===== src/rtl/lmrs_pkg.sv =====
// package for the led matrix row refresh scanner: map, fields, timing
package lmrs_pkg;
    localparam int ADDR_W = 8;
    localparam int DATA_W = 32;
    localparam int NUM_COLS = 20;
    localparam int NUM_ROWS = 8;
    localparam int CNT_W = 9;
    localparam int POS_W = 6;
    localparam int ROW_W = 3;
    localparam int PRE_W = 3;
    // register byte offsets; dot rows occupy 0x00..0x1c, one word per row
    localparam logic [7:0] DOT_BASE = 8'h00;
    localparam logic [7:0] CTRL0_OFF = 8'h20;
    localparam logic [7:0] CTRL1_OFF = 8'h24;
    localparam logic [7:0] STAT_OFF = 8'h28;
    // control word 0 fields
    localparam int ONT_LSB = 0;
    localparam int PEAK_LSB = 4;
    localparam int SLEEP_BIT = 6;
    localparam logic [6:0] CTRL0_RST = 7'h00;
    // control word 1 fields
    localparam int PRESC_BIT = 0;
    localparam int EXTSEL_BIT = 1;
    localparam logic [1:0] CTRL1_RST = 2'h0;
    // scan timing in display clock cycles
    localparam logic [POS_W-1:0] SLOT_LAST = 6'h3f;
    localparam logic [POS_W-1:0] MAX_ON = 6'h3c;
    localparam logic [CNT_W-1:0] SCAN_LAST = 9'h1ff;
    localparam logic [PRE_W-1:0] PRE_LAST = 3'h7;
    // internal oscillator period in ns and its length in ref_clk cycles
    localparam int REF_PERIOD_NS = 5;
    localparam int INT_OSC_PERIOD_NS = 4000;
    localparam int INT_DIV = INT_OSC_PERIOD_NS / REF_PERIOD_NS;
    localparam int DIV_W = 10;

    typedef struct packed {
        logic wr;
        logic rd;
        logic [ADDR_W-1:0] addr;
        logic [DATA_W-1:0] wdata;
    } lmrs_bus_req_t;

    typedef struct packed {
        logic sleep_n;
        logic [1:0] peak;
        logic [3:0] ontime;
    } lmrs_ctrl0_t;
endpackage


===== src/rtl/lmrs_scanner.sv =====
// led matrix row refresh scanner with register port and scan outputs
// Operation
// [RULE1] dot store is 20 columns by 8 rows
// [RULE2] one-of-eight row select, single row active
// [RULE3] full scan is 512 display clocks
// [RULE4] each row slot lasts 64 display clocks
// [RULE5] last 4 cycles of slot stay dark
// [RULE6] lit cycles per row follow on-time code
// [RULE7] at most 20 leds on at once
// [RULE8] peak in bits 5:4, on-time in 3:0
// [RULE9] display clock from internal or external oscillator
// [RULE10] external oscillator runs at 51.2 kHz or faster
// [RULE11] prescale bit divides external oscillator by 8
// [RULE12] sleep low stops oscillator, display dark
// [RULE13] nine-bit counter: row upper, position lower
//
// The placing of the registers and the plain strobed port were chosen for this implementation.
`timescale 1ns/10ps
module lmrs_scanner (
    // clock and reset
    input wire logic ref_clk,
    input wire logic rst,
    // register port
    input wire lmrs_pkg::lmrs_bus_req_t bus_req,
    output logic [lmrs_pkg::DATA_W-1:0] rdata,
    // external oscillator, synchronous to ref_clk
    input wire logic ext_osc,
    // matrix drive
    output logic [lmrs_pkg::NUM_COLS-1:0] col_on,
    output logic [lmrs_pkg::NUM_ROWS-1:0] row_on,
    output logic [1:0] peak_cur
);
    import lmrs_pkg::*;

    // on-cycles per row slot for each on-time code; code 4'hd gives 36 (60%)
    function automatic logic [POS_W-1:0] on_cycles(input logic [3:0] code);
        case (code)
            4'h0: on_cycles = 6'h00;
            4'h1: on_cycles = 6'h01;
            4'h2: on_cycles = 6'h02;
            4'h3: on_cycles = 6'h03;
            4'h4: on_cycles = 6'h04;
            4'h5: on_cycles = 6'h06;
            4'h6: on_cycles = 6'h08;
            4'h7: on_cycles = 6'h0a;
            4'h8: on_cycles = 6'h0c;
            4'h9: on_cycles = 6'h0e;
            4'ha: on_cycles = 6'h12;
            4'hb: on_cycles = 6'h16;
            4'hc: on_cycles = 6'h1c;
            4'hd: on_cycles = 6'h24;
            4'he: on_cycles = 6'h30;
            default: on_cycles = 6'h3c;
        endcase
    endfunction

    logic [NUM_COLS-1:0] dots_reg [NUM_ROWS];
    lmrs_ctrl0_t ctrl0_reg;
    logic [1:0] ctrl1_reg;
    logic [DATA_W-1:0] rdata_reg;
    logic [CNT_W-1:0] cnt_reg;
    logic [DIV_W-1:0] div_reg;
    logic [PRE_W-1:0] pre_reg;
    logic ext_d_reg;
    logic [NUM_COLS-1:0] col_reg;
    logic [NUM_ROWS-1:0] row_reg;

    // register decode
    wire is_dot = bus_req.addr[7:5] == DOT_BASE[7:5] && bus_req.addr[1:0] == 2'h0;
    wire [ROW_W-1:0] dot_idx = bus_req.addr[4:2];
    wire wr_ctrl0 = bus_req.wr && bus_req.addr == CTRL0_OFF;
    wire wr_ctrl1 = bus_req.wr && bus_req.addr == CTRL1_OFF;
    wire prescale = ctrl1_reg[PRESC_BIT];
    wire ext_sel = ctrl1_reg[EXTSEL_BIT];
    wire awake = ctrl0_reg.sleep_n;

    // scan position split out of the refresh counter
    wire [ROW_W-1:0] row_idx = cnt_reg[CNT_W-1:POS_W]; // see [RULE13]
    wire [POS_W-1:0] pos = cnt_reg[POS_W-1:0]; // see [RULE13]
    wire [NUM_COLS-1:0] cur_dots = dots_reg[row_idx]; // see [RULE1]

    // display clock sources; internal divider halts in sleep
    wire int_tick = awake && div_reg == DIV_W'(INT_DIV - 1); // see [RULE12]
    wire ext_rise = ext_osc && !ext_d_reg;
    wire ext_tick = ext_rise && (!prescale || pre_reg == PRE_LAST); // see [RULE11]
    wire disp_tick = ext_sel ? ext_tick : int_tick; // see [RULE9]

    // pixels lit only inside on-time and never in the 4-cycle blank tail
    wire [POS_W-1:0] on_len = on_cycles(ctrl0_reg.ontime); // see [RULE6]
    wire lit = awake && pos < on_len && pos < MAX_ON; // see [RULE5]

    wire [DATA_W-1:0] rd_mux =
        is_dot ? DATA_W'(dots_reg[dot_idx]) :
        bus_req.addr == CTRL0_OFF ? DATA_W'(ctrl0_reg) :
        bus_req.addr == CTRL1_OFF ? DATA_W'(ctrl1_reg) :
        bus_req.addr == STAT_OFF ? DATA_W'({lit, cnt_reg}) :
        '0;

    always_ff @(posedge ref_clk or posedge rst) begin
        if (rst) begin
            for (int i = 0; i < NUM_ROWS; i++) begin
                dots_reg[i] <= '0;
            end
        end else if (bus_req.wr && is_dot) begin
            dots_reg[dot_idx] <= bus_req.wdata[NUM_COLS-1:0];
        end
    end

    always_ff @(posedge ref_clk or posedge rst) begin
        if (rst) begin
            ctrl0_reg <= CTRL0_RST;
            ctrl1_reg <= CTRL1_RST;
            rdata_reg <= '0;
        end else begin
            if (wr_ctrl0) begin
                ctrl0_reg <= bus_req.wdata[6:0]; // see [RULE8]
            end
            if (wr_ctrl1) begin
                ctrl1_reg <= bus_req.wdata[1:0];
            end
            rdata_reg <= bus_req.rd ? rd_mux : '0;
        end
    end

    // oscillator divider, external edge detect and prescaler
    always_ff @(posedge ref_clk or posedge rst) begin
        if (rst) begin
            div_reg <= '0;
            ext_d_reg <= 1'b0;
            pre_reg <= '0;
        end else begin
            div_reg <= (!awake || int_tick) ? '0 : div_reg + 1'b1;
            ext_d_reg <= ext_osc;
            if (ext_rise) begin
                pre_reg <= pre_reg + 1'b1; // see [RULE11]
            end
        end
    end

    // free-running refresh counter; wraps after 512 display clocks
    always_ff @(posedge ref_clk or posedge rst) begin
        if (rst) begin
            cnt_reg <= '0;
        end else if (disp_tick) begin
            cnt_reg <= cnt_reg + 1'b1; // see [RULE3]
        end
    end

    // drive stage: only the active row's pixels reach the column sources
    always_ff @(posedge ref_clk or posedge rst) begin
        if (rst) begin
            col_reg <= '0;
            row_reg <= '0;
        end else begin
            col_reg <= lit ? cur_dots : '0; // see [RULE7]
            row_reg <= awake ? NUM_ROWS'(1) << row_idx : '0; // see [RULE2]
        end
    end

    assign rdata = rdata_reg;
    assign col_on = col_reg;
    assign row_on = row_reg;
    assign peak_cur = ctrl0_reg.peak; // see [RULE8]

    // lit display ticks per slot; a control write inside a slot spoils that slot's count,
    // so the check waits for the next clean slot
    logic [POS_W:0] lit_ticks_reg;
    logic slot_dirty_reg;
    wire slot_end = disp_tick && pos == SLOT_LAST;
    always_ff @(posedge ref_clk or posedge rst) begin
        if (rst) begin
            lit_ticks_reg <= '0;
            slot_dirty_reg <= 1'b1;
        end else if (slot_end) begin
            lit_ticks_reg <= '0;
            slot_dirty_reg <= wr_ctrl0 || wr_ctrl1;
        end else begin
            if (disp_tick && lit) begin
                lit_ticks_reg <= lit_ticks_reg + 1'b1;
            end
            if (wr_ctrl0 || wr_ctrl1) begin
                slot_dirty_reg <= 1'b1;
            end
        end
    end
endmodule


===== config.mk =====
export PLATFORM = sky130hd
export DESIGN_NAME = lmrs_scanner
export DESIGN_NICKNAME = d
export VERILOG_FILES = /design/src/rtl/lmrs_pkg.sv /design/src/rtl/lmrs_scanner.sv
export SDC_FILE = /design/constraint.sdc
export NUM_CORES = 1
export LEC_CHECK = 0
export BUFFER_PORTS_ARGS = -buffer_cell sky130_fd_sc_hd__clkbuf_2
export CAP_MARGIN = 20
export CORE_UTILIZATION = 28
export DETAILED_ROUTE_END_ITERATION = 6
export PLACE_DENSITY_LB_ADDON = 0.1
export SETUP_SLACK_MARGIN = 0.1
export SYNTH_ARGS = -nofsm -noshare
export SYNTH_HDL_FRONTEND = slang
export SYNTH_SLANG_ARGS = --single-unit

===== constraint.sdc =====
create_clock -name ref_clk -period 7.92 [get_ports ref_clk]
set_input_delay 1.188 -clock ref_clk [delete_from_list [all_inputs] [get_ports ref_clk]]
set_output_delay 1.188 -clock ref_clk [all_outputs]
set_load 0.005 [all_outputs]

==> results of run 1 <==
## worst max-delay path: stages
cell and delay (ns):
sky130_fd_sc_hd__buf_2 0.27, sky130_fd_sc_hd__buf_4 0.67, sky130_fd_sc_hd__and2_1 0.28, sky130_fd_sc_hd__nand4_1 0.73
sky130_fd_sc_hd__buf_4 0.53, sky130_fd_sc_hd__mux2_2 0.30
## path summary, 6_finish.rpt
| kind | start | endpoint | slack [ns] | cells past startpoint |
|---|---|---|---|---|
| setup / recovery | bus_req[34] | dots_reg[52]$_DFFE_PP0P_ | 4.39 | 6 |
| hold / removal | pre_reg[0]$_DFFE_PP0P_ | pre_reg[0]$_DFFE_PP0P_ | 0.48 | 1 |
| setup reg to reg | ctrl0_reg[1]$_DFFE_PP0P_ | col_on[0]$_DFF_PP0_ | 5.10 | 9 |
| hold reg to reg | pre_reg[0]$_DFFE_PP0P_ | pre_reg[0]$_DFFE_PP0P_ | 0.48 | 1 |
| max in group asynchronous | rst | col_on[8]$_DFF_PP0_ | 5.94 | 3 |
| min in group asynchronous | rst | row_on[7]$_DFF_PP0_ | 0.70 | 2 |
## power by group
part           switching, mW  internal (mW)  leakage [nW]
Clock                  0.553          0.865         0.508
Combinational          0.101         0.0987          2.43
Sequential            0.0406           1.28          3.31
## synth_stat cells, types with 2 or more instances
| library cell | number | share of area [%] |
|---|---|---|
| sky130_fd_sc_hd__dfrtp_1 | 240 | 51 |
| sky130_fd_sc_hd__mux2_2 | 130 | 12 |
| sky130_fd_sc_hd__mux4_2 | 80 | 15 |
| sky130_fd_sc_hd__nor2_1 | 50 | 1.6 |
| sky130_fd_sc_hd__mux2i_1 | 46 | 3.9 |
| sky130_fd_sc_hd__mux2_1 | 42 | 4.0 |
| sky130_fd_sc_hd__buf_4 | 26 | 1.7 |
| sky130_fd_sc_hd__buf_2 | 17 | 0.73 |
| sky130_fd_sc_hd__nand2_1 | 15 | 0.48 |
| sky130_fd_sc_hd__buf_1 | 12 | 0.38 |
| sky130_fd_sc_hd__clkbuf_1 | 12 | 0.38 |
| sky130_fd_sc_hd__ha_1 | 12 | 1.3 |
| sky130_fd_sc_hd__xnor2_1 | 12 | 0.90 |
| sky130_fd_sc_hd__o21ai_0 | 8 | 0.34 |
| sky130_fd_sc_hd__and4_1 | 7 | 0.52 |
| sky130_fd_sc_hd__nand2b_1 | 7 | 0.37 |
| sky130_fd_sc_hd__and3_1 | 6 | 0.32 |
| sky130_fd_sc_hd__inv_1 | 6 | 0.19 |
| sky130_fd_sc_hd__o22ai_1 | 6 | 0.32 |
| sky130_fd_sc_hd__nor3_1 | 5 | 0.21 |
| sky130_fd_sc_hd__xor2_1 | 5 | 0.37 |
| sky130_fd_sc_hd__nand3_1 | 4 | 0.17 |
| sky130_fd_sc_hd__nand4_1 | 4 | 0.21 |
| sky130_fd_sc_hd__nor2b_1 | 4 | 0.21 |
| sky130_fd_sc_hd__o2111ai_1 | 3 | 0.22 |
| sky130_fd_sc_hd__a221o_1 | 2 | 0.17 |
| sky130_fd_sc_hd__and2_1 | 2 | 0.11 |
| sky130_fd_sc_hd__nor3_2 | 2 | 0.17 |
| sky130_fd_sc_hd__nor4_2 | 2 | 0.21 |
| sky130_fd_sc_hd__o2bb2ai_1 | 2 | 0.15 |
## cell families after synthesis
group,Yosys count,share of synthesized area [%]
and+or+nand+nor,118,5.38
AOI/OAI and AO/OA,28,1.65
buffers and inverters,73,3.35
xor gates and xnor gates,17,1.27
other,1,0.0320
adders and majority gates,12,1.28
muxes,298,35.8
DFF,240,51.2
## area by class of cell
class	count	area share, %
multi-input cells	485	39.6
clock buffers	41	6.39
inverters	6	0.220
well taps	532	4.87
flip-flops and latches	240	44.0
clock inverters	15	1.15
repair buffers	95	3.81
## metal layers
layer	global-route usage, %	vias to the layer above	part of all wire, %
met5	0	-	0.043
met4	4.41	2	2.1
met3	2.24	40	3.2
met2	24.3	90	48
met1	20.8	3616	47
li1	-	3074	-
## layout by cell type, fill, tap and decap left out, types with 15 or more instances in the layout
cell type / instances
sky130_fd_sc_hd__mux2_2: 130
sky130_fd_sc_hd__clkbuf_2: 80
sky130_fd_sc_hd__nand2_1: 15
sky130_fd_sc_hd__dfrtp_1: 237
sky130_fd_sc_hd__mux2_1: 42
sky130_fd_sc_hd__mux4_2: 80
sky130_fd_sc_hd__mux2i_1: 46
sky130_fd_sc_hd__nor2_1: 50
sky130_fd_sc_hd__clkbuf_16: 31
## through the flow
| stage | cell area [µm²] | std cells | power [mW] | worst slack (ns) | util [%] |
|---|---|---|---|---|---|
| floorplan | 11800 | 798 | 1.48 | 0.144 | - |
| global placement | 12600 | 1358 | 1.55 | 3.63 | 30.7 |
| detailed placement | 12600 | 1358 | 1.55 | 3.65 | 30.7 |
| CTS | 13700 | 1414 | 3.00 | 4.26 | 33.2 |
| global route | 13700 | 1414 | 3.08 | 4.19 | 33.2 |
| finish | 13700 | 1414 | 2.94 | 4.39 | 33.2 |
==> impl.org, run 1 <==
** Floorplanning
- The floorplan step defined a die boundary enclosing 0.0427 mm².
- Core box area :: slightly above 0.04 mm²
- Cell row count :: 74
- Die width :: 207 µm
- Floorplan die height :: 207 µm
- Number of placed I/O pins :: 107
- For this configuration, the core starts out at a cell density of 28.5%.

** GRT
- Pin count of the biggest net entering global routing :: 150
- The via count of the first global-routing pass is 7227.
- Antenna violations before repair :: 1
- Leftover overflow at the end of global routing :: 0
- Global routing used 15.0% of the available tracks across all layers.
- The first global-routing pass estimated around 47 mm of wire.

** STA
- Timing would allow up to ~0.28 GHz.
- Hold_ws :: approximately 0.48 ns
- Setup Viol. Count Final :: 0
- The total count of max-transition violations in the final report came to 0.
- Relative slew slack :: 32.4%
- Slew at the pin with the worst max-slew slack :: 1.01 ns
- Number of endpoints with negative hold slack in the final report :: 0
- Adding up every negative setup slack in the final design gives 0 ns.
- Setup repair after global routing left no endpoint under its margin.
- Between clock sinks in the finished design, the worst skew comes to 0.0151 ns.
- In the finished design, the share of the clock period the worst path needs comes to 44.6%.
- Shortest clock period the worst path allows after layout :: 3.53 ns

** Layout
- Number of flip-flops under the largest register name :: 160
- Combined flip-flop and latch cell area :: between 0.006 and 0.007 mm²
- The net count of the finished layout is 915.
- Fill count :: 4095
- Ratio of cells with drive above 1 in the final layout :: a little over two fifths
- Summing all multi-input logic gate instances after layout gives roughly 0.0054 mm².
- ANT cells :: 0
- Synthesis-to-finish area growth :: 16.5%

** Detailed routing
- Count of routing violations after the opening detailed-route iteration :: 297
- After detailed routing, the total wire length is 30.6 mm.
- The routed layout has 6822 vias.
- In this run the remaining antenna-violating nets after routing total 0.
- In the routed layout, each cell is associated on average with a via count of 4.82.
- Post-detailed-route DRC marker count :: 8
- The first detailed-routing pass ran for 6 iterations.
- Routed length per instance :: 21.6 µm

** Clocking
- Depth of the CTS H-tree :: 1
- Count of buffers added by post-CTS timing repair for setup :: 0
- Number of buffers created by CTS :: 30
- Clock tree from TritonCTS :: yes
- Clock Tree Root :: sky130_fd_sc_hd__clkbuf_16
- Worst-skew pair later-pin latency :: ~0.57 ns
- CTS max path bufs :: 3
- Resized cells post-CTS :: 0
- The number of hold buffers added after CTS was 0.
- Clock sinks :: 240
- Clock-pin slew was measured on the worst setup and hold paths at roughly 0.06 ns.

** Placed design
- The wire-length estimate of the detail-placed layout is 18.0 mm.
- Weighted congestion reported at the end of routability-driven placement :: 0.705
- In this run the tool buffered the top-level ports with 82 buffer cells.

** Power and ir drop
- Power per Cell Area :: 215 mW/mm²
- Total leakage power :: between 6 and 7 nW
- Worst VDD drop :: 0.113 mV

** Worst setup path
- Data required time at the worst endpoint :: 8.37 ns
- Nature of the critical path startpoint :: input pin
- Worst path arrival time :: just under 4 ns
- The worst setup path is captured at a register.
- Worst setup path category :: in -> reg
- CP max FO :: 42

** Logic synthesis
- In this run, synthesis inferred 0 flip-flops with an integrated enable.
- Synth async-reset ratio :: 100%
- During synthesis, Yosys emitted a total of 0 warnings.
- A synthesized cell averages 14.9 µm².
- Main synth FF type :: sky130_fd_sc_hd__dfrtp_1
- Cell count after synthesis :: 787
- Synthesis instantiated 48 different standard cells from the library.
- The mapped netlist covers 0.0117 mm².
- Summing the sequential cell areas from Yosys gives about half of the chip area.
- Yosys reg bits :: 240

** Hold path
- Min-Delay Path Class :: reg -> reg

** Outcome
- The flow ran to the end, but the final reports show violations.
- Violations in the final reports :: DRC

** Flow run
- Max-cap violations :: 0
Power figures use the tool's default switching activity.
==> run 2, diff against run 1 <==
clock period = 3.1 ns   (was 7.92 ns; I/O delays follow)
==> impl.org, run 2 (synthesis gave the netlist of run 1 again) <==
** Outcome
- Run status :: finished, violations left (unchanged)
- Violations in the final reports :: DRC (unchanged)

** Detailed routing
- Via/cell ratio :: 4.88 (was 4.82)
- The final antenna-violating net count came to 0 (unchanged).
- Post-detailed-route DRC marker count :: 22 (was 8)
- The routed wirelength normalized by instance count was 21.9 µm (was 21.6 µm).
- The total number of vias is 7002 (was 6822).
- Count of routing violations after the opening detailed-route iteration :: 256 (was 297)
- Detailed-route wire length :: 31.4 mm (was 30.6 mm)
- Detailed Routing Iterations Pass 1 :: 6 (unchanged)

** Floorplanning
- The area inside the core boundary was 0.0411 mm² (unchanged).
- The overall die area came to 0.0427 mm² (unchanged).
- The number of top-level design ports came to 107 (unchanged).
- The y dimension of the die was 207 µm (unchanged).
- The die width came to 207 µm (unchanged).
- Starting density of the core :: 28.5% (unchanged)
- Cell row count :: 74 (unchanged)

** GRT
- The overall overflow remaining after global route is 0 (unchanged).
- The first-pass GRT wire length was 48.2 mm (was 47.4 mm).
- Combined global-route utilization of all metal layers :: 15.3% (was 15.0%)
- The via count of the first global-routing pass is 7426 (was 7227).
- The number of antenna violations at the first check in global routing is 1 (unchanged).
- The largest net degree at the start of global routing is 89 (was 150).

** Layout
- Number of flip-flops under the largest register name :: 160 (unchanged)
- The final non-filler cell total is 1436 (was 1414).
- Most frequent cells in the layout :: sky130_fd_sc_hd__dfrtp_1, sky130_fd_sc_hd__mux2_2, sky130_fd_sc_hd__mux4_2, sky130_fd_sc_hd__clkbuf_2, sky130_fd_sc_hd__nor2_1 (unchanged)
- The proportion of layout cells with a drive suffix above 1 came to 42.6% (was 42.3%).
- The most common library cell in the layout ignoring fill and taps is sky130_fd_sc_hd__dfrtp_1 (unchanged).
- The fraction of the core area covered by cells at the end of the flow is 33.8% (was 33.2%).
- Synthesis-to-finish area growth :: 18.6% (was 16.5%)
- Fill count :: 4081 (was 4095)
- Nets :: 939 (was 915)

** Worst setup path
- The delay of the slowest cell on the worst path is 0.42 ns (was 0.73 ns).
- The classification of the worst setup path was reg -> reg (was in -> reg).
- The worst-path maximum fanout is 15 (was 42).
- Nature of the critical path startpoint :: register (was input pin)
- The register-to-register setup slack was 0.39 ns (was 5.10 ns).
- The logic depth of the worst path, buffers included was 10 (was 6).
- Cell family with most CP delay :: compound AO/OA/AOI/OAI gates (was buffers and inverters)
- The worst reg-to-reg path cell count came to 10 (was 9).
- Reg2Reg Launch Point :: ctrl0_reg[1]$_DFFE_PP0P_ (unchanged)
- WP buf/inv :: 3 (unchanged)
- Slowest cell on crit path :: sky130_fd_sc_hd__dfrtp_1 (was sky130_fd_sc_hd__nand4_1)
- Data required time at the worst endpoint :: 3.58 ns (was 8.37 ns)
- Worst-path cell chain: inv_1 > ha_1 > a311o_1 > ha_1 > and3_1 > a221oi_1 > o21ai_2 > buf_4 > buf_4 > nor2_1 (was buf_2 > buf_4 > and2_1 > nand4_1 > buf_4 > mux2_2).
- The arrival time at the worst endpoint was 3.19 ns (was 3.98 ns).
- Endpoint class of the critical path :: register (unchanged)
- Critical register-to-register path endpoint :: col_on[9]$_DFF_PP0_ (was col_on[0]$_DFF_PP0_)

** STA
- Period Utilization, post-route :: 87.4%
- The count of endpoints failing hold in the final timing report is 0 (unchanged).
- The worst-case headroom to the max-slew limit came to 46.9% (was 32.4%).
- The worst hold slack is 0.257 ns (was 0.478 ns).
- The final clock skew is 0.0174 ns (was 0.0151 ns).
- The transition time at the pin with the least slew margin was 0.797 ns (was 1.01 ns).
- Setup repair after global routing missed its margin :: no (unchanged)
- Setup Viol. Count Final :: 0 (unchanged)
- The total count of max-transition violations in the final report is 0 (unchanged).
- Static timing analysis puts the maximum clock frequency at 0.369 GHz.
- Shortest clock period the worst path allows after layout :: 2.71 ns

** Placed design
- The cell count after placement was 1380 (was 1358).
- HPWL after detailed placement :: 19.6 mm (was 18.0 mm)
- I/O Buffers :: 82 (unchanged)
- Weighted congestion reported at the end of routability-driven placement :: 0.721 (was 0.705)

** Clocking
- Depth of the CTS H-tree :: 1 (unchanged)
- Resized cells post-CTS :: 0 (unchanged)
- The total clock buffers created by CTS came to 30 (unchanged).
- Count of buffers added by post-CTS timing repair for setup :: 0 (unchanged)
- Clock tree from TritonCTS :: yes (unchanged)
- The largest buffer count on any clock path is 3 (unchanged).
- Clock sinks :: 240 (unchanged)
- Clock transition at the registers of the reported paths :: 0.06 ns (about the same)
- The library cell used as clock root buffer was sky130_fd_sc_hd__clkbuf_16 (unchanged).
- Worst-skew pair later-pin latency :: 0.57 ns (about the same)

** Hold path
- Min-Delay Path Class :: in -> reg (was reg -> reg)
- Hold Startpoint :: bus_req[17] (was pre_reg[0]$_DFFE_PP0P_)
- The worst hold path depth is 2 (was 1).
- The worst-case hold path end point was dots_reg[157]$_DFFE_PP0P_ (was pre_reg[0]$_DFFE_PP0P_).

** Power and ir drop
- The post-route total power is 7.30 mW (was 2.94 mW).
- The total power divided by cell area is 525 mW/mm² (was 215 mW/mm²).
- Total leakage power :: 6.36 nW (was 6.25 nW)
- The largest voltage drop on the vdd net came to 0.344 mV (was 0.113 mV).

** Flow run
- The count of max-cap constraint violations is 0 (unchanged).
run 2: cell types whose count changed in the layout (fill, tap and decap cells not counted), moves of 2 or more:
| cell | before | now |
|---|---|---|
| sky130_fd_sc_hd__clkbuf_1 | 4 | 9 |
| sky130_fd_sc_hd__and4_1 | 5 | 7 |
| sky130_fd_sc_hd__clkinvlp_4 | 3 | 1 |
| sky130_fd_sc_hd__and4_2 | 2 | 0 |
| sky130_fd_sc_hd__dlygate4sd3_1 | 0 | 2 |
| sky130_fd_sc_hd__clkbuf_8 | 6 | 9 |
| sky130_fd_sc_hd__bufinv_16 | 3 | 0 |
| sky130_fd_sc_hd__buf_4 | 12 | 23 |
| sky130_fd_sc_hd__clkinv_2 | 9 | 3 |
| sky130_fd_sc_hd__buf_12 | 1 | 12 |
run 2: repair_timing:
| action | in CTS | in global routing |
|---|---|---|
| hold buffers | 2 | 0 |
| hold endpoints to repair | 12 | 0 |
| endpoints found under the setup margin | 0 | 0 |
run 2: final cells by class:
type	instances	area [µm²]	area share, %
clock buffers	49	933	6.71
repair buffers	119	843	6.06
inverters	6	26.3	0.189
clock inverters	4	23.8	0.171
multi-input cells	485	5400	38.8
diodes	1	2.50	0.0180
well taps	532	666	4.79
flip-flops and latches	240	6010	43.2
run 2: how the worst max path moves through the flow:
stage               slack (ns)                     start                    to
finish                    0.39  ctrl0_reg[1]$_DFFE_PP0P_   col_on[9]$_DFF_PP0_
global route              0.22  ctrl0_reg[1]$_DFFE_PP0P_  col_on[13]$_DFF_PP0_
CTS                       0.34  ctrl0_reg[1]$_DFFE_PP0P_  col_on[13]$_DFF_PP0_
detailed placement        0.38  ctrl0_reg[1]$_DFFE_PP0P_  col_on[10]$_DFF_PP0_
global placement          0.37  ctrl0_reg[1]$_DFFE_PP0P_  col_on[13]$_DFF_PP0_
floorplan                -0.51                       rst     awake$_DFFE_PP0P_
run 2: per-stage QoR:
step | area, µm² | setup WS [ns] | TNS [ns]
5_1_grt | 13900 | 0.217 | 0
3_3_place_gp | 12900 | 0.375 | 0
3_5_place_dp | 12900 | 0.379 | 0
2_1_floorplan | 11800 | -0.513 | -123.08
6_report | 13900 | 0.390 | 0
4_1_cts | 13900 | 0.343 | 0
run 2: layer usage:
metal | vias up | track usage, % | routed length (µm)
met4 | 2 | 4.12 | 579
li1 | 3115 | - | -
met3 | 41 | 2.64 | 1390
met1 | 3730 | 20.7 | 14400
met5 | - | 0 | 13
met2 | 114 | 25.2 | 15100
run 2: worst reg2reg max path, cell delays in order, from the launching register on:
cell,delay [ns]
sky130_fd_sc_hd__dfrtp_1,0.42
sky130_fd_sc_hd__inv_1,0.15
sky130_fd_sc_hd__ha_1,0.25
sky130_fd_sc_hd__a311o_1,0.36
sky130_fd_sc_hd__ha_1,0.29
sky130_fd_sc_hd__and3_1,0.17
sky130_fd_sc_hd__a221oi_1,0.32
sky130_fd_sc_hd__o21ai_2,0.09
sky130_fd_sc_hd__buf_4,0.27
sky130_fd_sc_hd__buf_4,0.21
sky130_fd_sc_hd__nor2_1,0.10
run 2: where the power goes:
part           switching [mW]  internal [mW]  total (mW)
logic                   0.270          0.270       0.541
registers               0.105           3.27        3.38
clock network            1.36           2.03        3.39
total                    1.73           5.57        7.30
==> run 3, diff against run 2 <==
MAX_ROUTING_LAYER = met4   (was default)
==> impl.org, run 3 (synthesis gave the netlist of run 1 again) <==
** Detailed routing
- Detailed Routing Iterations Pass 1 :: 6 (unchanged)
- Via/cell ratio :: 4.87 (was 4.88)
- The total number of vias is 6998 (was 7002).
- Routed length per instance :: 21.9 µm (about the same)
- Detailed-route wire length :: 31.4 mm (about the same)
- The final antenna-violating net count came to 0 (unchanged).
- Post-detailed-route DRC marker count :: 22 (unchanged)
- Count of routing violations after the opening detailed-route iteration :: 244 (was 256)

** Worst setup path
- Delay of the slowest critical-path stage :: 0.42 ns (about the same)
- Slowest cell on crit path :: sky130_fd_sc_hd__dfrtp_1 (unchanged)
- The kind of end point of the critical path is a register (unchanged).
- Worst setup path category :: reg -> reg (unchanged)
- The arrival time at the worst endpoint came to 3.21 ns (was 3.19 ns).
- The type of origin of the critical path is a register (unchanged).
- The required time of the worst setup path is 3.59 ns (was 3.58 ns).
- CP max FO :: 15 (unchanged)
- Worst-path cell chain :: inv_1 > ha_1 > a311o_1 > ha_1 > and3_1 > a221oi_1 > o21ai_2 > buf_4 > buf_4 > nor2_1 (unchanged)

** Placed design
- The worst-case setup slack after placement was 0.379 ns (unchanged).
- Weighted congestion reported at the end of routability-driven placement :: 0.730 (was 0.721)
- HPWL after detailed placement :: 19.6 mm (unchanged)
- The post-placement cell area is 0.0129 mm² (unchanged).
- I/O Buffers :: 82 (unchanged)

** Layout
- The fraction of the core area covered by cells at the end of the flow came to 33.8% (about the same).
- Nets :: 939 (unchanged)
- Fill count :: 4082 (was 4081)
- The cell area after layout came to 0.0139 mm² (about the same).
- The proportion of layout cells with a drive suffix above 1 is 42.6% (unchanged).
- Most frequent cells in the layout :: sky130_fd_sc_hd__dfrtp_1, sky130_fd_sc_hd__mux2_2, sky130_fd_sc_hd__mux4_2, sky130_fd_sc_hd__clkbuf_2, sky130_fd_sc_hd__nor2_1 (unchanged)
- The most common library cell in the layout ignoring fill and taps is sky130_fd_sc_hd__dfrtp_1 (unchanged).
- The signed area change from the synthesized netlist to the final layout came to 18.6% (about the same).
- The flip-flop count of the largest register after layout was 160 (unchanged).

** STA
- The accumulated negative setup slack came to 0 ns (unchanged).
- The time the final worst path needs with I/O delays and setup is 2.73 ns (was 2.71 ns).
- The count of endpoints failing hold in the final timing report is 0 (unchanged).
- Setup repair after global routing missed its margin: no (unchanged).
- Hold_ws :: 0.252 ns (was 0.257 ns)
- Relative slew slack :: 48.4% (was 46.9%)
- Period Utilization, post-route :: 88.0% (was 87.4%)
- The setup violation total in the final timing report is 0 (unchanged).
- The transition time at the pin with the least slew margin came to 0.774 ns (was 0.797 ns).
- Setup ws final :: 0.373 ns (was 0.390 ns)
- The peak clock frequency supported by timing is 0.367 GHz (was 0.369 GHz).
- The final clock skew came to 0.0172 ns (was 0.0174 ns).
- Final Max Tran Viols :: 0 (unchanged)

** Floorplanning
- The y dimension of the die was 207 µm (unchanged).
- The row count was 74 (unchanged).
- The overall die area was 0.0427 mm² (unchanged).
- The area inside the core boundary was 0.0411 mm² (unchanged).
- Number of placed I/O pins :: 107 (unchanged)
- Die width :: 207 µm (unchanged)
- The initial cell density of the core was 28.5% (unchanged).

** Outcome
- Violations in the final reports: DRC (unchanged).
- Run status :: finished, violations left (unchanged)

** Power and ir drop
- The total power divided by cell area is 526 mW/mm² (was 525 mW/mm²).
- The largest voltage drop on the vdd net is 0.346 mV (was 0.344 mV).
- Total leakage power :: 6.36 nW (about the same)

** Clocking
- CTS max path bufs :: 3 (unchanged)
- Clock tree from TritonCTS :: yes (unchanged)
- The CTS clock-pin slew for the worst setup and hold paths was 0.06 ns (about the same).
- Worst-skew pair later-pin latency :: 0.57 ns (about the same)
- Clock sinks :: 240 (unchanged)
- The total clock buffers created by CTS is 30 (unchanged).
- Clock Tree Root :: sky130_fd_sc_hd__clkbuf_16 (unchanged)
- Depth of the CTS H-tree :: 1 (unchanged)

** Flow run
- The count of max-cap constraint violations was 0 (unchanged).

** GRT
- The first-pass GRT wire length is 48.2 mm (unchanged).
- Combined global-route utilization of all metal layers :: 15.8% (was 15.3%)
- The largest net degree at the start of global routing came to 89 (unchanged).
- The number of antenna violations at the first check in global routing was 1 (unchanged).
- Leftover overflow at the end of global routing :: 0 (unchanged)
- Number of global-route vias before repair :: 7419 (was 7426)

** Hold path
- The classification of the worst-slack hold path is in -> reg (unchanged).
run 3: changes by cell type in the layout (fill, tap and decap cells not counted), sizes merged:
cell	before	now
diode	1	2
run 3: final timing paths:
check / cells past startpoint / slack (ns) / start / end
setup / recovery: 10 / 0.37 / ctrl0_reg[1]$_DFFE_PP0P_ / col_on[10]$_DFF_PP0_
hold / removal: 2 / 0.25 / bus_req[17] / dots_reg[137]$_DFFE_PP0P_
setup reg to reg: 10 / 0.37 / ctrl0_reg[1]$_DFFE_PP0P_ / col_on[10]$_DFF_PP0_
hold reg to reg: 1 / 0.48 / pre_reg[0]$_DFFE_PP0P_ / pre_reg[0]$_DFFE_PP0P_
max in group asynchronous: 4 / 1.83 / rst / dots_reg[133]$_DFFE_PP0P_
min in group asynchronous: 3 / 0.46 / rst / rdata[1]$_DFF_PP0_
run 3: cell type report:
cell class / instances / area [µm²] / area share, %
clock buffers: 49 / 933 / 6.71
repair buffers: 119 / 843 / 6.06
diodes: 2 / 5.00 / 0.0360
inverters: 6 / 26.3 / 0.189
flip-flops and latches: 240 / 6010 / 43.2
clock inverters: 4 / 23.8 / 0.171
well taps: 532 / 666 / 4.79
multi-input cells: 485 / 5400 / 38.8
run 3: power by group:
group          switching, mW  internal [mW]  total [mW]
Combinational          0.271          0.270       0.541
Clock                   1.36           2.03        3.39
Sequential             0.105           3.27        3.37
run 3: per-layer routing:
layer  GRT usage [%]  up-vias  share of wire (%)
met5               -        -                  0
met4            4.12        0                1.8
met3            2.59       40                4.4
met2            25.2      125                 48
met1            20.7     3715                 46
li1                -     3118                  -
run 3: what timing repair did:
action | CTS | global route
hold buffers | 2 | 0
gates resized for setup | 0 | 0
endpoints found under the hold margin | 12 | 0
setup buffers | 0 | 0
run 3: per-stage QoR:
stage | total power, mW | cells
floorplan | 3.78 | 798
global placement | 3.98 | 1380
detailed placement | 3.99 | 1380
CTS | 7.45 | 1435
global route | 7.64 | 1436
finish | 7.31 | 1437
run 3: critical path, delay by kind of cell, from the launching register on:
kind | cells | cell delay (ns)
AOI/OAI and AO/OA | 3 | 0.77
adders and majority gates | 2 | 0.54
buffers and inverters | 3 | 0.62
DFF | 1 | 0.42
and+or+nand+nor | 2 | 0.28
